`src/mpd_pkg.sv`:
```
// How it works
// - Show message only on enable rise in RUN
// - Priority 0..30, highest triggered message shown
// - New message shown only if strictly higher
// - On removal show highest remaining message
// - Without acknowledge, enable fall removes message
// - With acknowledge, message stays until confirmed
// - Confirm ignored while enable still high
// - Output set exactly while message is set
// - At most ten message instances
// - Edge stamps capture time and date
// - Live time and date refresh every program cycle while a message is shown
// - Editing only when plus sign allows it
// - Cancel held one second enters editing
// - Line selection lands only on parameter lines
// - Cancel plus cursor key is forwarded
// - Up and down keys page between messages
package mpd_pkg;

	// ************************************************
	// Sizes
	// ************************************************
	localparam int unsigned NUM_MSG    = 10;    // Message instances per program
	localparam int unsigned IDX_W      = 4;     // Width of an instance index
	localparam int unsigned PRIO_W     = 5;     // Width of a priority
	localparam logic [4:0]  PRIO_MAX   = 5'h1e; // Highest priority, 30
	localparam int unsigned NUM_LINES  = 4;     // Display lines per message
	localparam int unsigned LINE_W     = 2;     // Width of a line index
	localparam int unsigned STAMP_W    = 16;    // Width of a time or date word

	// ************************************************
	// Reset values
	// ************************************************
	localparam logic [3:0]  IDX_RESET  = 4'h0;  // Shown index after reset
	localparam logic [15:0] STAMP_RESET = 16'h0000; // Stamps after reset

	// ************************************************
	// Timing
	// ************************************************
	localparam int unsigned CLK_HZ       = 125_000_000; // Core clock rate
	localparam int unsigned HOLD_TIME_MS = 1000;        // Least cancel hold time
	localparam int unsigned HOLD_CYCLES_DEF = (CLK_HZ / 1000) * HOLD_TIME_MS; // Least time, exact
	localparam int unsigned HOLD_CNT_W   = 27;          // Width of the hold counter

	// ************************************************
	// Editing states
	// ************************************************
	typedef enum logic [2:0] {
		ED_VIEW   = 3'b001,  // Plain message view
		ED_SELECT = 3'b010,  // Choosing a parameter line
		ED_VALUE  = 3'b100   // Changing the chosen parameter
	} mpd_edit_t;

endpackage : mpd_pkg

```
`src/mpd_message_display.sv`:
```
`timescale 1ns/10ps
module mpd_message_display
	import mpd_pkg::*;
#(
	parameter int unsigned HOLD_CYCLES = HOLD_CYCLES_DEF  // Cycles the cancel key must be held
) (
	// Clock and reset
	input  wire logic                           core_clk,
	input  wire logic                           rst,
	// Program state
	input  wire logic                           runMode,       // Module is in RUN
	input  wire logic                           cycleTick,     // One pulse per program cycle
	// Per instance configuration and enable
	input  wire logic [NUM_MSG-1:0]             msgEnable,     // Enable inputs
	input  wire logic [NUM_MSG-1:0]             ackOn,         // Acknowledge required
	input  wire logic [NUM_MSG*PRIO_W-1:0]      msgPrio,       // Priorities, 0..30
	input  wire logic [NUM_MSG-1:0]             editAllowed,   // First line carries a plus
	input  wire logic [NUM_MSG*NUM_LINES-1:0]   paramLineMask, // Lines holding parameters
	// Clock and calendar
	input  wire logic [STAMP_W-1:0]             timeOfDay,
	input  wire logic [STAMP_W-1:0]             dateNow,
	// Operator keys, high while pressed
	input  wire logic                           okKey,
	input  wire logic                           cancelKey,
	input  wire logic                           upKey,
	input  wire logic                           downKey,
	input  wire logic                           leftKey,
	input  wire logic                           rightKey,
	// Message outputs
	output logic [NUM_MSG-1:0]                  msgOut,        // Set while message is set
	// Display
	output logic                                shownValid,
	output logic [IDX_W-1:0]                    shownIdx,
	output logic [STAMP_W-1:0]                  shownTime,
	output logic [STAMP_W-1:0]                  shownDate,
	output logic [STAMP_W-1:0]                  shownEdgeTime,
	output logic [STAMP_W-1:0]                  shownEdgeDate,
	// Editing
	output logic                                editActive,
	output logic                                valueEditing,
	output logic [LINE_W-1:0]                   editLine,
	output logic                                paramCommit,   // One tick pulse on confirm
	// Forwarded cursor keys: up, down, left, right
	output logic [3:0]                          simKey
);

	// ************************************************
	// Declarations
	// ************************************************
	logic [NUM_MSG-1:0]      enPrev;                 // Enable one program cycle ago
	logic [NUM_MSG-1:0]      riseVec;                // Enable rises in RUN
	logic [NUM_MSG-1:0]      fallVec;                // Enable falls
	logic [NUM_MSG-1:0]      ackHit;                 // Confirmed by the operator
	logic [NUM_MSG-1:0]      next_active;            // Message set after this tick
	logic [STAMP_W-1:0]      edgeTimeStamp [NUM_MSG]; // Time at enable rise
	logic [STAMP_W-1:0]      edgeDateStamp [NUM_MSG]; // Date at enable rise
	logic [5:0]              keyPrev;                // Keys at the last tick
	logic                    okRise;
	logic                    cancelRise;
	logic                    upRise;
	logic                    downRise;
	logic                    leftRise;
	logic                    rightRise;
	logic [HOLD_CNT_W-1:0]   holdCnt;                // Cancel hold time counter
	logic                    holdDone;               // Cancel held long enough
	mpd_edit_t               editState;
	logic [NUM_LINES-1:0]    lineMask;               // Parameter lines of shown message
	logic [PRIO_W-1:0]       maxOld;                 // Highest priority already active
	logic                    anyOld;
	logic [IDX_W-1:0]        newIdx;                 // Best of the rising messages
	logic [PRIO_W-1:0]       newPrio;
	logic                    anyNew;
	logic                    newWins;
	logic [IDX_W-1:0]        bestIdx;                // Best of the remaining messages
	logic [PRIO_W-1:0]       bestPrio;
	logic                    anyBest;
	logic                    shownGone;
	logic                    pageReq;
	logic [IDX_W-1:0]        pageIdx;
	logic                    pageHit;
	logic [IDX_W-1:0]        next_shownIdx;
	logic                    next_shownValid;
	logic [LINE_W-1:0]       next_line;
	logic                    lineHit;
	// ************************************************
	// Priority clamp, one per instance
	// ************************************************
	logic [PRIO_W-1:0] prioEff [NUM_MSG]; // Priority limited to 30
	for (genvar g = 0; g < NUM_MSG; g++) begin : g_prio
		assign prioEff[g] = (msgPrio[g*PRIO_W +: PRIO_W] > PRIO_MAX) ? PRIO_MAX : msgPrio[g*PRIO_W +: PRIO_W];
	end
	// ************************************************
	// Edges of enables and keys
	// ************************************************
	assign riseVec    = msgEnable & ~enPrev & {NUM_MSG{runMode}};
	assign fallVec    = ~msgEnable & enPrev;
	assign okRise     = okKey & ~keyPrev[0];
	assign cancelRise = cancelKey & ~keyPrev[1];
	assign upRise     = upKey & ~keyPrev[2];
	assign downRise   = downKey & ~keyPrev[3];
	assign leftRise   = leftKey & ~keyPrev[4];
	assign rightRise  = rightKey & ~keyPrev[5];
	// Enable and key history, updated once per program cycle
	always_ff @(posedge core_clk or posedge rst) begin
		if (rst) begin
			enPrev  <= '0;
			keyPrev <= '0;
		end else if (cycleTick) begin
			enPrev  <= msgEnable;
			keyPrev <= {rightKey, leftKey, downKey, upKey, cancelKey, okKey};
		end
	end

	// ************************************************
	// Message set and clear
	// ************************************************
	// Confirm only a shown, acknowledged message whose enable is low
	always_comb begin
		ackHit = '0;
		for (int i = 0; i < NUM_MSG; i++) begin
			ackHit[i] = okRise && editState == ED_VIEW && shownValid && shownIdx == IDX_W'(i)
			            && ackOn[i] && !msgEnable[i] && msgOut[i];
		end
	end
	// A rise wins over a clear in the same cycle
	assign next_active = riseVec | (msgOut & ~((fallVec & ~ackOn) | ackHit));
	// Message outputs are the message state itself
	always_ff @(posedge core_clk or posedge rst) begin
		if (rst) begin
			msgOut <= '0;
		end else if (cycleTick) begin
			msgOut <= next_active;
		end
	end
	// Stamps taken at the enable rise
	always_ff @(posedge core_clk or posedge rst) begin
		if (rst) begin
			for (int i = 0; i < NUM_MSG; i++) begin
				edgeTimeStamp[i] <= STAMP_RESET;
				edgeDateStamp[i] <= STAMP_RESET;
			end
		end else if (cycleTick) begin
			for (int i = 0; i < NUM_MSG; i++) begin
				if (riseVec[i]) begin
					edgeTimeStamp[i] <= timeOfDay;
					edgeDateStamp[i] <= dateNow;
				end
			end
		end
	end
	// ************************************************
	// Priority selection
	// ************************************************
	// Scans: highest of old, of rising and of remaining; ties go to the lower index
	always_comb begin
		maxOld   = '0;
		anyOld   = 1'b0;
		newIdx   = IDX_RESET;
		newPrio  = '0;
		anyNew   = 1'b0;
		bestIdx  = IDX_RESET;
		bestPrio = '0;
		anyBest  = 1'b0;
		for (int i = 0; i < NUM_MSG; i++) begin
			if (msgOut[i] && (!anyOld || prioEff[i] > maxOld)) begin
				maxOld = prioEff[i];
				anyOld = 1'b1;
			end
			if (riseVec[i] && (!anyNew || prioEff[i] > newPrio)) begin
				newPrio = prioEff[i];
				newIdx  = IDX_W'(i);
				anyNew  = 1'b1;
			end
			if (next_active[i] && (!anyBest || prioEff[i] > bestPrio)) begin
				bestPrio = prioEff[i];
				bestIdx  = IDX_W'(i);
				anyBest  = 1'b1;
			end
		end
	end
	// Strictly higher than every active message, or nothing shown yet
	assign newWins   = anyNew && (!anyOld || newPrio > maxOld || !shownValid);
	assign shownGone = shownValid && !next_active[shownIdx];
	// Paging to the next or previous active message
	assign pageReq = (upRise ^ downRise) && !cancelKey && editState == ED_VIEW && shownValid;
	always_comb begin
		pageIdx = shownIdx;
		pageHit = 1'b0;
		for (int k = NUM_MSG - 1; k >= 1; k--) begin
			int j;
			j = upRise ? (int'(shownIdx) + NUM_MSG - k) % NUM_MSG : (int'(shownIdx) + k) % NUM_MSG;
			if (next_active[j]) begin
				pageIdx = IDX_W'(j);
				pageHit = 1'b1;
			end
		end
	end
	// Removal first, then a winning newcomer, then paging
	always_comb begin
		next_shownIdx   = shownIdx;
		next_shownValid = shownValid;
		if (shownGone || !shownValid) begin
			next_shownIdx   = bestIdx;
			next_shownValid = anyBest;
		end else if (newWins) begin
			next_shownIdx   = newIdx;
		end else if (pageReq && pageHit) begin
			next_shownIdx   = pageIdx;
		end
	end
	// Shown message and its fields
	always_ff @(posedge core_clk or posedge rst) begin
		if (rst) begin
			shownValid    <= 1'b0;
			shownIdx      <= IDX_RESET;
			shownTime     <= STAMP_RESET;
			shownDate     <= STAMP_RESET;
			shownEdgeTime <= STAMP_RESET;
			shownEdgeDate <= STAMP_RESET;
		end else if (cycleTick) begin
			shownValid    <= next_shownValid;
			shownIdx      <= next_shownIdx;
			shownTime     <= next_shownValid ? timeOfDay : STAMP_RESET;
			shownDate     <= next_shownValid ? dateNow : STAMP_RESET;
			shownEdgeTime <= next_shownValid ? (riseVec[next_shownIdx] ? timeOfDay : edgeTimeStamp[next_shownIdx])
			                                 : STAMP_RESET;
			shownEdgeDate <= next_shownValid ? (riseVec[next_shownIdx] ? dateNow : edgeDateStamp[next_shownIdx])
			                                 : STAMP_RESET;
		end
	end
	// ************************************************
	// Cancel hold timer
	// ************************************************
	// Counts core cycles while cancel is held in plain view
	always_ff @(posedge core_clk or posedge rst) begin
		if (rst) begin
			holdCnt  <= '0;
			holdDone <= 1'b0;
		end else if (!cancelKey || editState != ED_VIEW || !shownValid) begin
			holdCnt  <= '0;
			holdDone <= 1'b0;
		end else if (holdCnt >= HOLD_CNT_W'(HOLD_CYCLES - 1)) begin
			holdDone <= 1'b1;
		end else begin
			holdCnt  <= holdCnt + 1'b1;
		end
	end

	// ************************************************
	// Editing
	// ************************************************
	assign lineMask = paramLineMask[shownIdx*NUM_LINES +: NUM_LINES];
	// Next parameter line in the chosen direction, lines without parameters skipped
	always_comb begin
		next_line = editLine;
		lineHit   = 1'b0;
		for (int k = NUM_LINES - 1; k >= 1; k--) begin
			int j;
			j = leftRise ? (int'(editLine) + NUM_LINES - k) % NUM_LINES : (int'(editLine) + k) % NUM_LINES;
			if (lineMask[j]) begin
				next_line = LINE_W'(j);
				lineHit   = 1'b1;
			end
		end
	end
	// Edit state machine, left when the shown message changes
	always_ff @(posedge core_clk or posedge rst) begin
		if (rst) begin
			editState   <= ED_VIEW;
			editLine    <= '0;
			paramCommit <= 1'b0;
		end else if (cycleTick) begin
			paramCommit <= 1'b0;
			if (!next_shownValid || next_shownIdx != shownIdx) begin
				editState <= ED_VIEW;
			end else begin
				unique case (editState)
					ED_VIEW: begin
						// Long hold, no cursor key, plus sign and a parameter line
						if (holdDone && editAllowed[shownIdx] && |lineMask
						    && !(upKey | downKey | leftKey | rightKey)) begin
							editState <= ED_SELECT;
							editLine  <= lineMask[0] ? '0 : next_line;
						end
					end
					ED_SELECT: begin
						if (cancelRise) begin
							editState <= ED_VIEW;
						end else if (okRise) begin
							editState <= ED_VALUE;
						end else if ((leftRise ^ rightRise) && lineHit) begin
							editLine <= next_line;
						end
					end
					ED_VALUE: begin
						if (okRise) begin
							editState   <= ED_SELECT;
							paramCommit <= 1'b1;
						end else if (cancelRise) begin
							editState <= ED_SELECT;
						end
					end
				endcase
			end
		end
	end
	// Editing flags for the display
	always_ff @(posedge core_clk or posedge rst) begin
		if (rst) begin
			editActive   <= 1'b0;
			valueEditing <= 1'b0;
		end else begin
			editActive   <= editState != ED_VIEW;
			valueEditing <= editState == ED_VALUE;
		end
	end

	// ************************************************
	// Key forwarding
	// ************************************************
	// Cancel plus cursor key in an active message goes to the program
	always_ff @(posedge core_clk or posedge rst) begin
		if (rst) begin
			simKey <= '0;
		end else if (cycleTick) begin
			simKey <= (shownValid && cancelKey && editState == ED_VIEW)
			          ? {upKey, downKey, leftKey, rightKey} : 4'h0;
		end
	end
endmodule : mpd_message_display

```
`config.mk`:
```
export PLATFORM = sky130hd
export DESIGN_NAME = mpd_message_display
export DESIGN_NICKNAME = d
export VERILOG_FILES = /design/src/mpd_pkg.sv /design/src/mpd_message_display.sv
export SDC_FILE = /design/constraint.sdc
export NUM_CORES = 2
export LEC_CHECK = 0
export BUFFER_PORTS_ARGS = -buffer_cell sky130_fd_sc_hd__buf_2
export CAP_MARGIN = 5
export CORE_UTILIZATION = 38
export DETAILED_ROUTE_END_ITERATION = 10
export GPL_TIMING_DRIVEN = 0
export HOLD_SLACK_MARGIN = 0.12
export PLACE_DENSITY_LB_ADDON = 0.1
export SYNTH_ARGS = -nofsm -noshare
export SYNTH_HDL_FRONTEND = slang
export SYNTH_SLANG_ARGS = --single-unit
export TNS_END_PERCENT = 1
```
`constraint.sdc`:
```
create_clock -name core_clk -period 49.9 [get_ports core_clk]
set_clock_uncertainty 0.15 [all_clocks]
set_input_delay 9.98 -clock core_clk [delete_from_list [all_inputs] [get_ports core_clk]]
set_output_delay 9.98 -clock core_clk [all_outputs]
set_load 0.02 [all_outputs]
```
==> results_dict.tcl <==
set metrics [dict create \
    overflow 0 \
    final.period_utilization_pct 68.5 \
    slowest_stage "o21ai_1" \
    finalMaxSlewViolations 0 \
    synthArstFlopShare_pct 100 \
    r2r-end "shownEdgeDate[14]" \
    viasPerCell 5.59 \
    die_h_microns 299 \
    syn_inst 3608 \
    required_ns 50.19 \
    cts_tree "done" \
    drt_iter0_markers 1817 \
    grt_max_degree 120 \
    ff2ff_setup_slack_ns 25.35 \
    hpwl_mm 84.2 \
    setup_viol 0 \
    synth_area_leaders "dfrtp_1, mux2_2, ha_1, mux2i_1, o21ai_0" \
    start_kind "input pin" \
    ys_types 104 \
    max_freq_ghz 0.0293 \
    drcViolationCount 0 \
    io_buffers 247 \
    final_cells 5120 \
    antenna_found_initial 5 \
    outcome "finished clean" \
    final_nets 4288 \
    tightest_slew_ns 1.26 \
    syn-cell-area_sq_um 33500 \
    fp.dieW_microns 299 \
    dieArea_sq_um 89200 \
    use_met3_pct 2.69 \
    mostFrequentLayoutCell "dfrtp_1" \
    synth-seq-area-share_pct 34.0 \
    r2r_cells 120 \
    place_congestion 0.909 \
    drtPass1Iterations 5 \
    crit_end "shownEdgeDate[14]" \
    clock-root-buffer "clkbuf_16" \
    yosysWarnings 0 \
    worstSetupPathType "input pin to flop" \
    cts_made_buffers 49 \
    worst_path_most_repeated_cell "o21ai_0" \
    fin_util_pct 43.8 \
    cp-startpoint "runMode" \
    syn_to_final_growth_pct 14.0 \
    wire_per_inst_microns 21.7 \
    busiest_layer "met2" \
    fin_crit_ns 34.16 \
    rsz0062_at_grt "no" \
    num_rows 108 \
    met1_usage_pct 33.4 \
    boundaryPins 250 \
    fp.coreArea_sq_um 87000 \
    cp.arrival_ns 34.44 \
    maxCapViolCount 0 \
    drive_above_1_share_pct 21.0 \
    synth-main-ff-cell "dfrtp_1" \
    grt_first_pass_wirelength_mm 169 \
    max_stage_delay_ns 0.71 \
    path_clk_slew_ns 0.06 \
    slew_headroom_pct 14.7 \
    initial_core_util_pct 38.4 \
    syn_area_per_cell_sq_um 9.27 \
    use_met2_pct 40.9 \
    layout_common_cells "dfrtp_1, mux2_2, nor2_1" \
    end_kind "flop" \
    synthDominantCellAreaShare_pct 34.0 \
    cp_max_fo 10 \
    clock_path_buffers 3 \
    synth_edf_count 0 \
    fin_setup_tns_ns 0 \
    num_vias 28600 \
    synth_top_cell_by_area "dfrtp_1" \
    cts_htree_levels 2 \
    rr_startpoint "enPrev[0]" \
    hold_violations 0 \
    cts_setup_buffers 0 \
    antenna_left 0 \
    dp.cells 5025 \
    clk_latency_ns 0.60 \
    track_usage_pct 24.3 \
    clock-sinks 455 \
    min_path_type "flop to flop" \
    synth-seq-cells 455 \
    grt_pass1_vias 27500 \
    ctsHoldBuffers 0 \
    wl_mm 111 \
    cts_resized 0 \
]
[final cells by class]
cell class / instances / area (sq um)
plain buffers: 242 / 963
multi-input cells: 2783 / 20600
fillers: 8669 / 48900
clock buffers: 67 / 1400
repair buffers: 252 / 1350
clock inverters: 23 / 428
inverters: 139 / 529
flip-flops and latches: 455 / 11400
diodes: 4 / 10.0
well taps: 1155 / 1450
[through the flow]
stage                     worst slack (ns)  hold WS (ns)  area (sq um)
after global routing                 13.73         0.355         38100
final                                15.74         0.333         38100
after global placement               15.67         0.321         36200
after detailed placement             15.43         0.318         36300
after CTS                            15.99         0.337         38100
after floorplan                      21.25         0.313         33500
[worst max-delay path: cells and delay by family]
kind	cells	cell delay [ns]
and+or+nand+nor	35	5.11
adders and majority gates	10	2.93
AOI/OAI and AO/OA	60	11.20
muxes	4	1.31
buffers and inverters	13	3.81
[routing by layer]
metal	share of wire (%)	routed length, microns
met4	1.9	2150
met2	47	52800
met3	4.6	5160
met1	46	51000
met5	0.022	24
[how the worst min path moves through the flow]
stage / endpoint / from / cells past startpoint
3_5_place_dp: shownEdgeTime[10] / shownEdgeTime[10] / 1
4_1_cts: shownEdgeTime[6] / shownEdgeTime[6] / 1
6_report: shownEdgeTime[2] / shownEdgeTime[2] / 1
3_3_place_gp: shownEdgeTime[6] / shownEdgeTime[6] / 1
5_1_grt: shownEdgeTime[3] / shownEdgeTime[3] / 1
2_1_floorplan: holdCnt[26] / holdCnt[26] / 2
[cells in the mapped netlist (16+ instances only)]
library cell  instances
a21o_1               18
buf_1                30
a21oi_1             211
xor2_1               27
o21ai_0             231
nand3_1              84
o21ai_1              31
xnor2_1              62
dfrtp_1             454
a31oi_1              58
nor3_1               46
mux2_2              402
nor2b_1              64
o22ai_1              44
o2bb2ai_1            40
o211ai_1             22
a211oi_1             16
buf_2                23
nor2_1              283
clkbuf_1            185
and2_1               23
nand2b_1             52
nand2_1             273
and3_1               35
inv_1               134
mux2i_1             185
nor4b_1              32
a22o_1               33
nand4_1              20
o21a_1               36
ha_1                204
[state kept, by name, indices dropped and copies added (netlist names), 6 cells and up]
signal,flops
enPrev,10
shownEdgeDate,16
shownEdgeTime,16
msgOut,10
shownDate,16
holdCnt,27
shownTime,16
edgeTimeStamp,160
keyPrev,6
edgeDateStamp,160
[cells by family after synthesis]
logic type / share of synthesized area (%)
flops: 34.0
fa+ha+maj: 7.72
buf+inv: 4.44
compound gates: 17.0
simple gates: 14.3
other cells: 0.0112
xor+xnor: 2.38
mux: 20.1
Power is left out: the tool's default activity adds up to more than one toggle a clock period on the data nets, which glitch-free logic cannot reach.
